### config.mk
export PLATFORM = sky130hd
export DESIGN_NAME = eeewe_regs
export DESIGN_NICKNAME = d
export VERILOG_FILES = /design/src/verilog/eeewe_pkg.sv /design/src/verilog/eeewe_wake_timer.sv /design/src/verilog/eeewe_sat_cnt.sv /design/src/verilog/eeewe_regs.sv
export SDC_FILE = /design/constraint.sdc
export NUM_CORES = 1
export LEC_CHECK = 0
export ABC_AREA = 1
export BUFFER_PORTS_ARGS = -buffer_cell sky130_fd_sc_hd__buf_2
export CORE_MARGIN = 10
export CORE_UTILIZATION = 46
export DETAILED_ROUTE_END_ITERATION = 12
export GPL_ROUTABILITY_DRIVEN = 0
export PLACE_DENSITY = 0.76
export SETUP_SLACK_MARGIN = 0.5
export SLEW_MARGIN = 30
export SYNTH_ARGS = -nofsm -noshare
export SYNTH_HDL_FRONTEND = slang
export SYNTH_SLANG_ARGS = --single-unit
### constraint.sdc
create_clock -name clk_i -period 1.5 [get_ports clk_i]
set_clock_uncertainty 0.1 [all_clocks]
set_input_delay 0 -clock clk_i [delete_from_list [all_inputs] [get_ports clk_i]]
set_output_delay 0 -clock clk_i [all_outputs]
set_load 0.02 [all_outputs]
### src/verilog/eeewe_pkg.sv
// constants for the port eee advertisement and wake error block
package eeewe_pkg;
    // register indices; byte address is four times the index
    localparam logic [9:0] IDX_ADV = 10'h0e0;
    localparam logic [9:0] IDX_WEC = 10'h0e2;
    localparam logic [9:0] IDX_STAT = 10'h0f0;
    localparam logic [9:0] IDX_IRQ_STS = 10'h0f8;
    localparam logic [9:0] IDX_IRQ_EN = 10'h0f9;
    localparam logic [9:0] IDX_IRQ_CLR = 10'h0fa;
    // advertisement register fields
    localparam int unsigned LP_LSB = 9;
    localparam int unsigned LP_MSB = 14;
    localparam int unsigned LP_W = 6;
    localparam int unsigned ADV_TX_BIT = 1;
    localparam int unsigned ADV_RO_LSB = 2;
    localparam int unsigned ADV_RO_MSB = 6;
    localparam logic ADV_TX_RST = 1'b1;
    // wake error counter
    localparam int unsigned WEC_W = 16;
    localparam logic [15:0] WEC_RST = 16'h0000;
    // interrupt status bits
    localparam int unsigned IRQ_W = 3;
    localparam int unsigned IRQ_WAKE = 0;
    localparam int unsigned IRQ_LPUPD = 1;
    localparam int unsigned IRQ_SAT = 2;
    localparam logic [2:0] IRQ_RST = 3'h0;
    // block status register bits
    localparam int unsigned ST_COPPER = 0;
    localparam int unsigned ST_LPVAL = 1;
    localparam int unsigned ST_WAKE = 2;
    localparam int unsigned ST_TMR = 3;
    // wake time limit
    localparam int unsigned CLK_MHZ = 40;
    localparam real WAKE_TIME_US = 20.5;
    localparam int unsigned WAKE_CYC = int'($ceil(WAKE_TIME_US * CLK_MHZ));
    localparam int unsigned WAKE_CW = $clog2(WAKE_CYC + 1);
endpackage : eeewe_pkg

### src/verilog/eeewe_wake_timer.sv
// wake duration timer, flags a wake-up that lasts as long as the limit
`timescale 1ns/1ps
module eeewe_wake_timer import eeewe_pkg::*; #(
    parameter int unsigned CYC = WAKE_CYC
) (
    input wire logic clk_i,
    input wire logic rst_i,
    input wire logic wake_i,
    output logic done_o
);
    localparam int unsigned CW = $clog2(CYC + 1);
    localparam logic [CW-1:0] LAST = CW'(CYC - 1);

    logic [CW-1:0] cnt_q;
    logic done_q;

    always_ff @(posedge clk_i) begin
        if (rst_i || !wake_i) begin
            cnt_q <= '0;
        end else if (cnt_q != CW'(CYC)) begin
            cnt_q <= cnt_q + 1'b1;
        end
    end

    // done holds until the wake ends
    always_ff @(posedge clk_i) begin
        if (rst_i) begin
            done_q <= 1'b0;
        end else begin
            done_q <= wake_i && (cnt_q == LAST || done_q);
        end
    end

    assign done_o = done_q;

    done_drop_a: assert property (@(posedge clk_i) disable iff (rst_i)
        !wake_i |=> !done_q)
        else $error("wake timer done outlived the wake");
endmodule : eeewe_wake_timer

### src/verilog/eeewe_sat_cnt.sv
// saturating event counter with clear that keeps a coincident event
`timescale 1ns/1ps
module eeewe_sat_cnt import eeewe_pkg::*; #(
    parameter int unsigned W = WEC_W
) (
    input wire logic clk_i,
    input wire logic rst_i,
    input wire logic inc_i,
    input wire logic clr_i,
    output logic [W-1:0] cnt_o,
    output logic sat_o
);
    logic [W-1:0] cnt_q;

    always_ff @(posedge clk_i) begin
        if (rst_i) begin
            cnt_q <= W'(WEC_RST);
        end else if (clr_i) begin
            cnt_q <= {{(W-1){1'b0}}, inc_i};
        end else if (inc_i && !(&cnt_q)) begin
            cnt_q <= cnt_q + 1'b1;
        end
    end

    assign cnt_o = cnt_q;
    assign sat_o = &cnt_q;

    sat_hold_a: assert property (@(posedge clk_i) disable iff (rst_i)
        (&cnt_q) && !clr_i |=> (&cnt_q))
        else $error("saturated counter moved without a clear");
endmodule : eeewe_sat_cnt

### src/verilog/eeewe_regs.sv
// eee advertisement, link partner flags and wake error counter, wishbone slave
`timescale 1ns/1ps
module eeewe_regs import eeewe_pkg::*; #(
    parameter int unsigned WAKE_LIMIT = WAKE_CYC,
    parameter int unsigned WEC_WIDTH = WEC_W
) (
    input wire logic clk_i,
    input wire logic rst_i,
    input wire logic wb_cyc_i,
    input wire logic wb_stb_i,
    input wire logic wb_we_i,
    input wire logic [11:0] wb_adr_i,
    input wire logic [3:0] wb_sel_i,
    input wire logic [31:0] wb_dat_i,
    output logic [31:0] wb_dat_o,
    output logic wb_ack_o,
    input wire logic fiber_mode_i,
    input wire logic link_down_i,
    input wire logic np_eee_valid_i,
    input wire logic [5:0] np_eee_adv_i,
    input wire logic lpi_wake_i,
    output logic eee_adv_100tx_o,
    output logic irq_o
);
    logic req;
    logic rd;
    logic wr;
    logic [9:0] idx;
    logic hit_adv;
    logic hit_wec;
    logic hit_stat;
    logic hit_sts;
    logic hit_en;
    logic hit_clr;
    logic copper;
    logic wake_act;
    logic tmr_done;
    logic tmr_done_q;
    logic wake_err;
    logic wec_clr;
    logic [WEC_WIDTH-1:0] wec_cnt;
    logic wec_sat;
    logic adv_tx_q;
    logic [LP_W-1:0] lp_q;
    logic lp_val_q;
    logic lp_upd;
    logic [IRQ_W-1:0] ev;
    logic [IRQ_W-1:0] clr_mask;
    logic [IRQ_W-1:0] sts_q;
    logic [IRQ_W-1:0] en_q;
    logic [31:0] rdata;
    logic [31:0] dat_q;
    logic ack_q;
    logic adv_o_q;
    logic irq_q;
    logic [WAKE_CW-1:0] wake_len_q;

    // bus decode, one request per ack
    assign req = wb_cyc_i && wb_stb_i && !ack_q;
    assign rd = req && !wb_we_i;
    assign wr = req && wb_we_i;
    assign idx = wb_adr_i[11:2];
    assign hit_adv = (idx == IDX_ADV);
    assign hit_wec = (idx == IDX_WEC);
    assign hit_stat = (idx == IDX_STAT);
    assign hit_sts = (idx == IDX_IRQ_STS);
    assign hit_en = (idx == IDX_IRQ_EN);
    assign hit_clr = (idx == IDX_IRQ_CLR);

    // eee only runs on copper
    assign copper = !fiber_mode_i;
    assign wake_act = lpi_wake_i && copper;

    // local 100base-tx advertisement
    always_ff @(posedge clk_i) begin
        if (rst_i) begin
            adv_tx_q <= ADV_TX_RST;
        end else if (wr && hit_adv && wb_sel_i[0]) begin
            adv_tx_q <= wb_dat_i[ADV_TX_BIT];
        end
    end

    // link partner flags from the next-page exchange
    assign lp_upd = np_eee_valid_i && copper && !link_down_i;

    always_ff @(posedge clk_i) begin
        if (rst_i || link_down_i || !copper) begin
            lp_q <= '0;
            lp_val_q <= 1'b0;
        end else if (np_eee_valid_i) begin
            lp_q <= np_eee_adv_i;
            lp_val_q <= 1'b1;
        end
    end

    // wake duration watchdog
    eeewe_wake_timer #(
        .CYC(WAKE_LIMIT)
    ) u_timer (
        .clk_i(clk_i),
        .rst_i(rst_i),
        .wake_i(wake_act),
        .done_o(tmr_done)
    );

    always_ff @(posedge clk_i) begin
        if (rst_i) begin
            tmr_done_q <= 1'b0;
        end else begin
            tmr_done_q <= tmr_done;
        end
    end

    // false to true of the timer done
    assign wake_err = tmr_done && !tmr_done_q;
    assign wec_clr = rd && hit_wec;

    eeewe_sat_cnt #(
        .W(WEC_WIDTH)
    ) u_wec (
        .clk_i(clk_i),
        .rst_i(rst_i),
        .inc_i(wake_err),
        .clr_i(wec_clr),
        .cnt_o(wec_cnt),
        .sat_o(wec_sat)
    );

    // interrupt events
    assign ev[IRQ_WAKE] = wake_err;
    assign ev[IRQ_LPUPD] = lp_upd;
    assign ev[IRQ_SAT] = wake_err && wec_sat && !wec_clr;

    assign clr_mask = (wr && hit_clr && wb_sel_i[0]) ? wb_dat_i[IRQ_W-1:0] : '0;

    // set wins over clear
    always_ff @(posedge clk_i) begin
        if (rst_i) begin
            sts_q <= IRQ_RST;
        end else begin
            sts_q <= (sts_q & ~clr_mask) | ev;
        end
    end

    always_ff @(posedge clk_i) begin
        if (rst_i) begin
            en_q <= IRQ_RST;
        end else if (wr && hit_en && wb_sel_i[0]) begin
            en_q <= wb_dat_i[IRQ_W-1:0];
        end
    end

    always_ff @(posedge clk_i) begin
        if (rst_i) begin
            irq_q <= 1'b0;
        end else begin
            irq_q <= |(sts_q & en_q);
        end
    end

    // read mux; reserved and unmapped read zero
    always_comb begin
        rdata = '0;
        case (idx)
            IDX_ADV: begin
                rdata[LP_MSB:LP_LSB] = lp_q;
                rdata[ADV_TX_BIT] = adv_tx_q;
            end
            IDX_WEC: begin
                rdata[WEC_WIDTH-1:0] = wec_cnt;
            end
            IDX_STAT: begin
                rdata[ST_COPPER] = copper;
                rdata[ST_LPVAL] = lp_val_q;
                rdata[ST_WAKE] = wake_act;
                rdata[ST_TMR] = tmr_done;
            end
            IDX_IRQ_STS: begin
                rdata[IRQ_W-1:0] = sts_q;
            end
            IDX_IRQ_EN: begin
                rdata[IRQ_W-1:0] = en_q;
            end
            default: begin
                rdata = '0;
            end
        endcase
    end

    // ack one cycle after the request, dropped the next
    always_ff @(posedge clk_i) begin
        if (rst_i) begin
            ack_q <= 1'b0;
        end else begin
            ack_q <= req;
        end
    end

    always_ff @(posedge clk_i) begin
        if (rst_i) begin
            dat_q <= '0;
        end else if (rd) begin
            dat_q <= rdata;
        end
    end

    // advertisement seen by auto-negotiation
    always_ff @(posedge clk_i) begin
        if (rst_i) begin
            adv_o_q <= 1'b0;
        end else begin
            adv_o_q <= adv_tx_q && copper;
        end
    end

    assign wb_ack_o = ack_q;
    assign wb_dat_o = dat_q;
    assign eee_adv_100tx_o = adv_o_q;
    assign irq_o = irq_q;

    // helper: length of the current wake
    always_ff @(posedge clk_i) begin
        if (rst_i || !wake_act) begin
            wake_len_q <= '0;
        end else if (wake_len_q != '1) begin
            wake_len_q <= wake_len_q + 1'b1;
        end
    end

    lp_capture_a: assert property (@(posedge clk_i) disable iff (rst_i)
        lp_upd |=> lp_q == $past(np_eee_adv_i))
        else $error("partner flags not taken from the next page");

    lp_clear_a: assert property (@(posedge clk_i) disable iff (rst_i)
        link_down_i |=> lp_q == '0 && !lp_val_q)
        else $error("partner flags survived link down");

    lp_stable_a: assert property (@(posedge clk_i) disable iff (rst_i)
        !np_eee_valid_i && !link_down_i && copper |=> $stable(lp_q))
        else $error("partner flags changed without an exchange");

    adv_reset_a: assert property (@(posedge clk_i)
        rst_i |=> adv_tx_q)
        else $error("100base-tx advert not one after reset");

    adv_write_a: assert property (@(posedge clk_i) disable iff (rst_i)
        wr && hit_adv && wb_sel_i[0] |=> adv_tx_q == $past(wb_dat_i[ADV_TX_BIT]))
        else $error("100base-tx advert write lost");

    adv_ro_zero_a: assert property (@(posedge clk_i) disable iff (rst_i)
        rd && hit_adv |=> wb_ack_o && wb_dat_o[ADV_RO_MSB:ADV_RO_LSB] == '0)
        else $error("read-only advert bits not zero");

    fiber_quiet_a: assert property (@(posedge clk_i) disable iff (rst_i)
        fiber_mode_i |=> !eee_adv_100tx_o && lp_q == '0 && !ev[IRQ_WAKE])
        else $error("eee active in fiber mode");

    wake_inc_a: assert property (@(posedge clk_i) disable iff (rst_i)
        wake_err && !wec_clr && !wec_sat |=> wec_cnt == $past(wec_cnt) + 1'b1)
        else $error("wake error not counted");

    wake_time_a: assert property (@(posedge clk_i) disable iff (rst_i)
        $rose(tmr_done) |-> wake_len_q == WAKE_CW'(WAKE_LIMIT))
        else $error("wake error flagged at wrong wake length");

    no_spur_a: assert property (@(posedge clk_i) disable iff (rst_i)
        !wake_err && !wec_clr |=> $stable(wec_cnt))
        else $error("counter moved without an event");

    rc_clear_a: assert property (@(posedge clk_i) disable iff (rst_i)
        wec_clr && !wake_err |=> wec_cnt == '0 && wb_dat_o[WEC_WIDTH-1:0] == $past(wec_cnt))
        else $error("counter read did not return then clear");

    sat_flag_a: assert property (@(posedge clk_i) disable iff (rst_i)
        wake_err && wec_sat && !wec_clr |=> sts_q[IRQ_SAT] && wec_sat)
        else $error("overflow not held at all ones");

    irq_level_a: assert property (@(posedge clk_i) disable iff (rst_i)
        ##1 irq_o == |($past(sts_q) & $past(en_q)))
        else $error("interrupt output does not follow enabled status");

    ack_pulse_a: assert property (@(posedge clk_i) disable iff (rst_i)
        wb_ack_o |=> !wb_ack_o)
        else $error("bus ack held longer than one cycle");

    ack_answer_a: assert property (@(posedge clk_i) disable iff (rst_i)
        req |=> wb_ack_o)
        else $error("bus request not acknowledged next cycle");

    lp_read_a: assert property (@(posedge clk_i) disable iff (rst_i)
        rd && hit_adv |=> wb_dat_o[LP_MSB:LP_LSB] == $past(lp_q))
        else $error("partner flags not returned on read");

    lp_valid_a: assert property (@(posedge clk_i) disable iff (rst_i)
        lp_upd |=> lp_val_q)
        else $error("partner flags not marked valid after exchange");

    adv_read_a: assert property (@(posedge clk_i) disable iff (rst_i)
        rd && hit_adv |=> wb_dat_o[ADV_TX_BIT] == $past(adv_tx_q))
        else $error("100base-tx advert not returned on read");

    adv_rsvd_a: assert property (@(posedge clk_i) disable iff (rst_i)
        rd && hit_adv |=> wb_dat_o[31:LP_MSB+1] == '0
            && wb_dat_o[LP_LSB-1:ADV_RO_MSB+1] == '0 && !wb_dat_o[ADV_TX_BIT-1])
        else $error("reserved advert bits not zero");

    adv_gate_a: assert property (@(posedge clk_i) disable iff (rst_i)
        !adv_tx_q |=> !eee_adv_100tx_o)
        else $error("advert output high with the advert bit clear");

    fiber_timer_a: assert property (@(posedge clk_i) disable iff (rst_i)
        fiber_mode_i |=> !tmr_done)
        else $error("wake timer ran in fiber mode");

    sat_read_a: assert property (@(posedge clk_i) disable iff (rst_i)
        wec_sat && rd && hit_wec |=> &wb_dat_o[WEC_WIDTH-1:0])
        else $error("saturated count not read as all ones");

    wake_sts_a: assert property (@(posedge clk_i) disable iff (rst_i)
        wake_err |=> sts_q[IRQ_WAKE])
        else $error("wake error did not set its status bit");

    sts_sticky_a: assert property (@(posedge clk_i) disable iff (rst_i)
        !(wr && hit_clr) |=> (sts_q & $past(sts_q)) == $past(sts_q))
        else $error("status bit dropped without a clear");

    sts_clear_a: assert property (@(posedge clk_i) disable iff (rst_i)
        wr && hit_clr && wb_sel_i[0]
            |=> (sts_q & $past(wb_dat_i[IRQ_W-1:0]) & ~$past(ev)) == '0)
        else $error("status bit survived its clear");

    en_write_a: assert property (@(posedge clk_i) disable iff (rst_i)
        wr && hit_en && wb_sel_i[0] |=> en_q == $past(wb_dat_i[IRQ_W-1:0]))
        else $error("interrupt enable write lost");
endmodule : eeewe_regs

# Word level (Yosys, flattened, before mapping)
# Index checks and enable logic that the tools add are counted.
# classes
addsub,2
n_eq_ne,8
n_mux,10
bitwise_logic,4
n_reduce_logical,36
# ops
cell,n
"10-bit by 8-bit == test with 1-bit output, second input constant",6
1-bit logical AND,20
"16-bit by 1-bit adder with 16-bit output, second input constant",1
16-bit AND reduction,1
6-bit case mux with 2 select lines,1
"10-bit by 1-bit adder with 10-bit output, second input constant",1
"10-bit == test, second input constant",1
"10-bit inequality test, second input constant",1
1-bit logical NOT,8
1-bit case mux with 4 select lines,2
3-bit AND,2
5-bit 2-to-1 mux,1
1-bit case mux with 5 select lines,1
1-bit logical OR,4
1-bit 2-to-1 mux,3
3-bit 2-to-1 mux,1
3-bit inverter,1
3-bit bitwise OR,1
3-bit OR reduction,1
1-bit case mux with 2 select lines,1
2-bit nonzero test,1
2-bit OR reduction,1
# totals
regBits,61
inputBits,63
wordCells,74

# Depth between registers and ports, before layout
# Gate-level depths: netlist of run 1.
# logic_depth
depth_word,9
mapped_depth,11

# Cells and area by module
# Synthesis of run 1 repeated with hierarchy kept, for this count alone.
# unflattened
cells_unflattened,478
hier_area_um2,3236.9
# modules_own_cells
module,n_inst,cells_per_inst,area_per_inst_um2,seq_area_each_um2
eeewe_regs,1,241,1687.9,680.7
eeewe_sat_cnt,1,154,975.9,320.3
eeewe_wake_timer,1,83,573.0,220.2

# Least setup slack after synthesis of run 1
# OpenSTA, ideal clock, no wires.
# synth_timing
path_kind,reg-to-reg
startpoint,register u_wec.cnt_q[0] (netlist: u_wec.cnt_o[0])
endpoint,register u_wec.cnt_q[3] (netlist: u_wec.cnt_o[3])
setup_ps,122
t_arrival_ps,1269
required_time_ps,1278
slack_ps,9
stages_incl_launch_ff,12
period_less_slack_ps,1491
path_cell_list,dfxtp_1 ha_1 nand2_1 nor2_2 nand3_2 inv_2 nand2_4 nand2_8 inv_2 buf_6 nand3_1 a21oi_1
# synth_between
elab_chain_len,3
# synth_rtl
item,line,source
"start, declared",eeewe_sat_cnt.sv:13,logic [W-1:0] cnt_q;
"start signal, assigned",eeewe_sat_cnt.sv:17,cnt_q <= W'(WEC_RST);
"start signal, assigned",eeewe_sat_cnt.sv:19,"cnt_q <= {{(W-1){1'b0}}, inc_i};"
"start signal, assigned",eeewe_sat_cnt.sv:21,cnt_q <= cnt_q + 1'b1;
"parallel branches: the longest is 3 deep, another holds 16-bit by 1-bit adder with 16-bit output",n/a,
# Parallel ways; which one is timed is not known.
# A chain may end at the register's enable or synchronous reset.

# Worst setup path in the final report of run 1
# layout_timing
startpoint,register u_timer.cnt_q[0]
endpoint,register u_timer.cnt_q[2]
# layout_between
elab_chain_len,1
# layout_rtl
item,line,source
"start, declared",eeewe_wake_timer.sv:14,logic [CW-1:0] cnt_q;
"start signal, assigned",eeewe_wake_timer.sv:21,cnt_q <= cnt_q + 1'b1;
10-bit by 1-bit adder with 10-bit output / 10-bit inequality test (equally long branches),"eeewe_wake_timer.sv:21, eeewe_wake_timer.sv:20",
# Parallel ways exist; a longest one is shown, timed or not.

==> impl_metrics.toml, run 1 <==
[outcome]
outcome = "finished with violations"
failed_checks = "negative hold slack"

[logic_synthesis]
ys.warnings.count = 0
ys_seq_area_share_pct = 38.7
synthAdderAreaFrac_pct = 1.19
yosysUniqueCellTypes = 31
synthesis.instances = 448
yosys.area_share.simple_pct = 33.6
ys_ff_latch = 61
synth_area_per_cell_um2 = 7.04
synth_edf_count = 0
syn-cell-area_mm2 = 0.00315
synthMuxAreaShare_pct = 0
synth_top_family_by_area = "simple AND/OR/NAND/NOR gates"
post-synth-top-area-fraction_pct = 38.7
synth-async-reset-ratio_pct = 0
synth_xor_area_share_pct = 2.50
yosysTopAreaCell = "dfxtp_1"
synth.area.top_cells = "dfxtp_1, nand2_1, nor2_1"
synth-main-ff-cell = "dfxtp_1"
synth-compound-area-share_pct = 11.8

[grt]
track_usage_pct = 17.5
grt_max_degree = 23
first_global_vias = 3334
antenna_found_initial = 0
grt_pass1_wl_um = 14800
grt.overflow.total = 0

[setup_path]
worstPathArrival_ns = 1.66
path_class = "register to register"
cp_data_required_time_ns = 1.67
reg2reg_setup_slack_ns = 0.01
r2r_cells = 8
cp_max_fo = 4
timing.rr.end = "u_timer.cnt_q[2]"
worstSetupEndpointType = "register"
startpoint_type = "register"
reg2reg_from = "u_timer.cnt_q[0]"

[detailed_routing]
vias = 3369
wire_per_inst_um = 15.0
drc = 0
ant_nets = 0
drt_first_pass_iters = 5
first_iter_violations = 206
drt-vias-per-instance = 5.24
wirelength_um = 9610

[pwr]
netSwitchingPower_w = 0.000876
p_int_w = 0.00239
pwr-share-clk_pct = 41.2
seq_power_share_pct = 49.9
pwr-share-comb_pct = 8.9
pwr_density_cell_mw_per_mm2 = 725
p_total_w = 0.00326
switching_share_pct = 26.9
leakage_nw = 1.77
vdd_drop_max_mv = 0.413

[clock_tree]
clockBufferDepth = 2
clk_latency_ns = 0.35
cts_tree = "done"
cts_buffers = 9
clk_pin_slew_worst_paths_ns = 0.07
clock-sinks = 61
hold_buffers = 14
htree_levels = 3
cts-root-buf = "clkbuf_8"

[finish]
mostFrequentLayoutCell = "nand2_1"
finish.utilization_pct = 66.9
final_cell_mix = "nand2_1, dfxtp_1, buf_2, buf_4, inv_1"
nNetsFinal = 624
area_growth_pct = 42.7
drive_above_1_share_pct = 38.5
diodes = 0

[run]
drv_cap = 0

[worst_hold_path]
holdPathStages = 5
hp-class = "primary input to register"
min-delay-start = "wb_stb_i"
hold_path_end = "wb_ack_o"

[floorplan]
io_pins = 98
fp.dieW_um = 103
rows = 30
floorplan.initialDensity_pct = 46.9
die_h_um = 103
die_area_mm2 = 0.0106
coreArea_mm2 = 0.00672

[timing]
finalMaxSlewViolations = 0
finalHoldViolCount = 2
post-route-period-util_pct = 99.2
rsz0062_at_grt = "yes"
tns_ns = 0
fin_crit_ns = 1.49
whs_ns = -0.0827
setup_viol = 0
fmax_mhz = 672

[placed_design]
portBuffers = 47
hpwl_um = 5750
[worst max-delay path: stages, from the launching register on]
cell and delay [ns]:
dfxtp_4 0.38, inv_4 0.07, ha_4 0.12, nand2_2 0.04, nor2_2 0.09, nand4_1 0.17, buf_4 0.20, buf_6 0.11
a31oi_1 0.13
[registers in the layout, indices dropped and copies added, names as in the netlist]
name	flops
wb_dat_o	16
lp_val_q	1
en_q	3
wb_ack_o	1
lp_q	6
sts_q	3
tmr_done_q	1
u_wec.cnt_o	16
irq_o	1
eee_adv_100tx_o	1
u_timer.done_o	1
u_timer.cnt_q	10
adv_tx_q	1
[Yosys cell counts (2+ instances only)]
| cell | count |
|---|---|
| inv_1 | 41 |
| nand2_1 | 118 |
| buf_4 | 19 |
| nor2_4 | 5 |
| nand4_1 | 15 |
| o21ai_0 | 19 |
| buf_2 | 2 |
| dfxtp_1 | 61 |
| a31oi_1 | 8 |
| nand3_1 | 27 |
| clkbuf_1 | 4 |
| ha_1 | 3 |
| nor2_2 | 7 |
| inv_2 | 7 |
| xnor2_1 | 3 |
| a21oi_1 | 31 |
| nor2_1 | 43 |
| nand3_2 | 3 |
| xor2_1 | 6 |
| a21oi_2 | 6 |
| nor3_1 | 10 |
[power groups by stage]
stage / logic (W) / registers, W / clock network (W)
finish: 0.000290 / 0.00163 / 0.00134
global route: 0.000314 / 0.00163 / 0.00143
CTS: 0.000271 / 0.00163 / 0.00136
detailed placement: 0.000212 / 0.00167 / 0
global placement: 0.000207 / 0.00166 / 0
floorplan: 0.000165 / 0.00167 / 0
[how the worst max path moves through the flow]
| stage | startpoint | endpoint | slack [ns] | cells past startpoint |
|---|---|---|---|---|
| 3_3_place_gp | u_wec.cnt_o[1] | u_wec.cnt_o[7] | 0.05 | 11 |
| 4_1_cts | u_wec.cnt_o[1] | u_wec.cnt_o[4] | 0.08 | 10 |
| 3_5_place_dp | u_wec.cnt_o[1] | u_wec.cnt_o[10] | 0.03 | 7 |
| 5_1_grt | wb_ack_o | u_wec.cnt_o[15] | -0.08 | 7 |
| 2_1_floorplan | u_wec.cnt_o[1] | u_wec.cnt_o[3] | 0.09 | 11 |
| 6_report | u_timer.cnt_q[0] | u_timer.cnt_q[2] | 0.01 | 8 |
[routing by layer]
metal / up-vias / track usage (%) / part of all wire, %
met1: 1565 / 18.2 / 38
li1: 1640 / - / -
met2: 123 / 31.2 / 51
met4: 0 / 10.4 / 3.9
met5: - / 0 / 0
met3: 41 / 4.09 / 7.1
[cell type report]
type	count	area, um^2
Timing Repair Buffer	109	838
Fill cell	526	2220
Clock buffer	11	141
Inverter	48	198
Sequential cell	61	1250
Tap cell	80	100
Multi-Input combinational cell	329	1930
Clock inverter	5	33.8
[per-stage QoR]
stage / instance area [um^2] / worst slack [ns] / instances
floorplan: 3340 / 0.0867 / 463
global placement: 3580 / 0.0454 / 579
detailed placement: 3580 / 0.0258 / 579
CTS: 4290 / 0.0764 / 634
global route: 4500 / -0.0815 / 643
finish: 4500 / 0.0119 / 643
[logic make-up after synthesis]
group	count (synthesis)
AOI/OAI and AO/OA	67
xor gates and xnor gates	9
DFF	61
other	1
adders and majority gates	3
and+or+nand+nor	232
buffers and inverters	75
[repair_timing]
item | in CTS | in global routing
resized for setup | 42 | 43
pin swaps | 15 | 18
endpoints found under the hold margin | 19 | 1
endpoints found under the setup margin | 50 | 59
setup buffers | 22 | 9
gates cloned | 3 | 0
Power figures use the tool's default switching activity.
==> inputs of run 2 (changes only) <==
clock period = 1.2 ns   (was 1.5 ns; I/O delays follow)
==> impl_metrics.toml, run 2 (synthesis results as in run 1) <==
[setup_path]
timing.rr.end = "u_wec.cnt_o[2]"
worstSetupEndpointType = "register"
cp_max_fo = 5
reg2reg_setup_slack_ns = -0.45
startpoint = "u_wec.cnt_o[0]"
cp_data_required_time_ns = 1.36
reg2reg_from = "u_wec.cnt_o[0]"
path_class = "register to register"
r2r_cells = 10
startpoint_type = "register"
worstPathArrival_ns = 1.81

[timing]
fin_crit_ns = 1.65
setup_viol = 50
finalHoldViolCount = 14
whs_ns = -0.155
rsz0062_at_grt = "yes"
setup_ws_ns = -0.449
fmax_mhz = 606
finalMaxSlewViolations = 0
post-route-period-util_pct = 137
tns_ns = -12.49

[grt]
grt.overflow.total = 0
antenna_found_initial = 0
first_global_vias = 3452
track_usage_pct = 18.2
grt_max_degree = 23
grt_pass1_wl_um = 15400

[clock_tree]
htree_levels = 3
clockBufferDepth = 2
cts_tree = "done"
clock-sinks = 61
clk_pin_slew_worst_paths_ns = 0.08
hold_buffers = 7
cts_buffers = 9
cts-root-buf = "clkbuf_8"
clk_latency_ns = 0.34

[finish]
finish.utilization_pct = 76.0
area_growth_pct = 61.9
drive_above_1_share_pct = 54.2
layout.cells.non_filler = 680
diodes = 0
mostFrequentLayoutCell = "nand2_1"
nNetsFinal = 661
final_cell_mix = "nand2_1, buf_4, buf_6, dfxtp_2, nor2_1"

[placed_design]
dp.cells = 625
portBuffers = 47
hpwl_um = 6290

[floorplan]
floorplan.initialDensity_pct = 46.9
rows = 30
coreArea_mm2 = 0.00672
die_area_mm2 = 0.0106
io_pins = 98
fp.dieW_um = 103
die_h_um = 103

[run]
drv_cap = 0

[detailed_routing]
ant_nets = 0
wirelength_um = 11100
drt_first_pass_iters = 8
drc = 0
first_iter_violations = 289
vias = 3670
drt-vias-per-instance = 5.40
wire_per_inst_um = 16.3

[worst_hold_path]
hp-class = "primary input to register"
min-delay-start = "wb_dat_i[0]"
hold_path_end = "en_q[0]"
holdPathStages = 3

[outcome]
failed_checks = "negative hold slack, negative setup slack"
outcome = "finished with violations"

[pwr]
pwr_density_cell_mw_per_mm2 = 846
leakage_nw = 2.09
vdd_drop_max_mv = 0.705
run 2: worst max-delay path by stage:
| stage | to | depth (start not counted) |
|---|---|---|
| 2_1_floorplan | u_wec.cnt_o[3] | 11 |
| 3_3_place_gp | u_wec.cnt_o[7] | 11 |
| 3_5_place_dp | u_wec.cnt_o[10] | 7 |
| 6_report | u_wec.cnt_o[2] | 10 |
| 4_1_cts | u_wec.cnt_o[4] | 10 |
| 5_1_grt | u_wec.cnt_o[2] | 10 |
run 2: metrics by stage:
step / instance area, um^2 / setup slack (ns) / hold WS (ns) / power (W)
after floorplan: 3350 / -0.213 / -0.00347 / 0.00229
after global placement: 3940 / -0.218 / 0.153 / 0.00237
after detailed placement: 3940 / -0.281 / 0.158 / 0.00237
after CTS: 4710 / -0.253 / -0.156 / 0.00427
after global routing: 5100 / -0.484 / -0.141 / 0.00442
final: 5100 / -0.449 / -0.155 / 0.00432
run 2: layout make-up:
cell class	instances	area, um^2
multi-input cells	329	2060
fillers	416	1620
flip-flops and latches	61	1300
repair buffers	146	1250
inverters	48	198
clock buffers	12	176
well taps	80	100
clock inverters	4	27.5
run 2: critical path, cell delays in order (launching register included):
cell and delay, ns:
dfxtp_4 0.39, ha_4 0.16, nand2_2 0.05, nor2_2 0.11, nand3_2 0.11, inv_2 0.11
nand2_8 0.10, nand2_8 0.12, buf_4 0.12, nor3_2 0.03, nor2_1 0.15
run 2: what timing repair did:
action,CTS,global route
endpoints found under the hold margin,23,13
buffers inserted,13,15
resized for setup,125,77
endpoints found under the setup margin,72,80
gates cloned,2,2
pin swaps,19,23
run 2: power by group:
part	switching, W	leakage (nW)	internal (W)
clock	0.000876	0.104	0.000990
sequential	0.0000111	0.516	0.00202
combinational	0.000244	1.47	0.000176
total	0.00113	2.09	0.00319
run 2: per-layer routing:
metal | vias up | global-route usage [%] | wire length [um]
li1 | 1717 | - | -
met1 | 1717 | 19.8 | 4070
met2 | 186 | 33.4 | 5750
met3 | 50 | 4.56 | 885
met4 | 0 | 6.52 | 384
met5 | - | 0 | 0
==> inputs of run 3 (changes only) <==
RECOVER_POWER = 25   (was default)
SKIP_CTS_REPAIR_TIMING = 1   (was default)
==> impl_metrics.toml, run 3 (synthesis results as in run 1) <==
[outcome]
outcome = "finished with violations"
failed_checks = "negative hold slack, negative setup slack"

[clock_tree]
clockBufferDepth = 2
cts_tree = "done"
htree_levels = 3
clk_latency_ns = 0.34
cts-root-buf = "clkbuf_8"
clk_pin_slew_worst_paths_ns = 0.08
cts_buffers = 9
clock-sinks = 61

[timing]
fin_crit_ns = 1.53
fmax_mhz = 653
finalHoldViolCount = 19
rsz0062_at_grt = "yes"
whs_ns = -0.157
setup_ws_ns = -0.331
setup_viol = 46
finalMaxSlewViolations = 0
post-route-period-util_pct = 128

[pwr]
pwr-share-clk_pct = 43.5
p_total_w = 0.00427
vdd_drop_max_mv = 0.688
netSwitchingPower_w = 0.00111
pwr_density_cell_mw_per_mm2 = 887
switching_share_pct = 25.9
p_int_w = 0.00317
seq_power_share_pct = 47.7
pwr-share-comb_pct = 8.9
leakage_nw = 1.96

[floorplan]
floorplan.initialDensity_pct = 46.9
coreArea_mm2 = 0.00672
io_pins = 98
die_area_mm2 = 0.0106
rows = 30
die_h_um = 103
fp.dieW_um = 103

[grt]
track_usage_pct = 15.4
first_global_vias = 3021
grt_pass1_wl_um = 13100
top_usage_layer = "met2"
use_met2_pct = 26.8
grtUsageMet3_pct = 4.69
grt.overflow.total = 0
grt_max_degree = 23
antenna_found_initial = 0
grt_util_met1_pct = 17.3

[setup_path]
worstPathCellList = "ha_4 -> nand2_2 -> nor2_2 -> nand3_2 -> inv_2 -> nand2_4 -> nand2_8 -> buf_4 -> nand2_1 -> a21oi_2"
path_class = "register to register"
worstSetupEndpointType = "register"
reg2reg_setup_slack_ns = -0.33
critical_path_buf_inv_count = 2
startpoint_type = "register"
worstPathArrival_ns = 1.71
crit_family = "simple AND/OR/NAND/NOR gates"
cp_max_fo = 8
cp_data_required_time_ns = 1.38
slowest_stage = "dfxtp_4"
worst_path_largest_cell_delay_ns = 0.38

[placed_design]
hpwl_um = 6290
portBuffers = 47
place_ws_ns = -0.281

[detailed_routing]
wire_per_inst_um = 14.7
vias = 3486
drc = 0
drt_first_pass_iters = 5
ant_nets = 0
wirelength_um = 9810
first_iter_violations = 280
drt-vias-per-instance = 5.23

[finish]
final_cell_mix = "nand2_1, buf_4, nor2_1, inv_1, buf_6"
diodes = 0
nFillCells = 472
area_growth_pct = 52.9
mostFrequentLayoutCell = "nand2_1"
drive_above_1_share_pct = 47.5
nNetsFinal = 648

[run]
drv_cap = 0

[worst_hold_path]
hp-class = "primary input to register"
## run 3: changes by cell type in the layout (fill, tap and decap cells not counted), sizes merged
cell	delta
buf	-11
clkbuf	-1
nand2	-1
## run 3: path summary, 6_finish.rpt
kind / start / to / cells after the start
setup reg to reg: u_wec.cnt_o[1] / u_wec.cnt_o[8] / 10
hold / removal: link_down_i / sts_q[1] / 4
hold reg to reg: wb_dat_o[6] / wb_dat_o[6] / 2
setup / recovery: u_wec.cnt_o[1] / u_wec.cnt_o[8] / 10
## run 3: power by group through the flow
stage | Clock [W] | Combinational, W | Sequential (W)
after floorplan | 0 | 0.000207 | 0.00209
after global placement | 0 | 0.000289 | 0.00208
after detailed placement | 0 | 0.000294 | 0.00208
after CTS | 0.00187 | 0.000296 | 0.00203
after global routing | 0.00195 | 0.000408 | 0.00204
final | 0.00186 | 0.000379 | 0.00204
## run 3: final cells by class
cell class / count / area (um^2) / share of cell area [%]
clock buffers: 12 / 176 / 3.66
flip-flops and latches: 61 / 1280 / 26.6
repair buffers: 134 / 1110 / 22.9
inverters: 48 / 195 / 4.05
multi-input cells: 328 / 1930 / 40.1
well taps: 80 / 100 / 2.08
clock inverters: 4 / 27.5 / 0.571
## run 3: per-stage QoR
| step | instances | TNS [ns] | instance area, um^2 | hold slack [ns] | util, % |
|---|---|---|---|---|---|
| after floorplan | 463 | -3.51 | 3350 | -0.00347 | - |
| after global placement | 625 | -4.00 | 3940 | 0.153 | 58.6 |
| after detailed placement | 625 | -5.93 | 3940 | 0.158 | 58.6 |
| after CTS | 641 | -6.69 | 4140 | -0.204 | 61.7 |
| after global routing | 667 | -12.50 | 4820 | -0.140 | 71.7 |
| final | 667 | -9.04 | 4820 | -0.157 | 71.7 |
## run 3: layer usage
layer  vias to the layer above  share of wire [%]
met5                         -                  0
li1                       1690                  -
met1                      1637                 39
met2                       143                 52
met3                        16                7.1
met4                         0                1.1
## run 3: worst register-to-register path, delay by kind of cell, from the launching register on
family                     cells  cell delay [ns]
and+or+nand+nor                6             0.49
DFF                            1             0.38
buffers and inverters          2             0.21
adders and majority gates      1             0.16
AOI/OAI and AO/OA              1             0.13
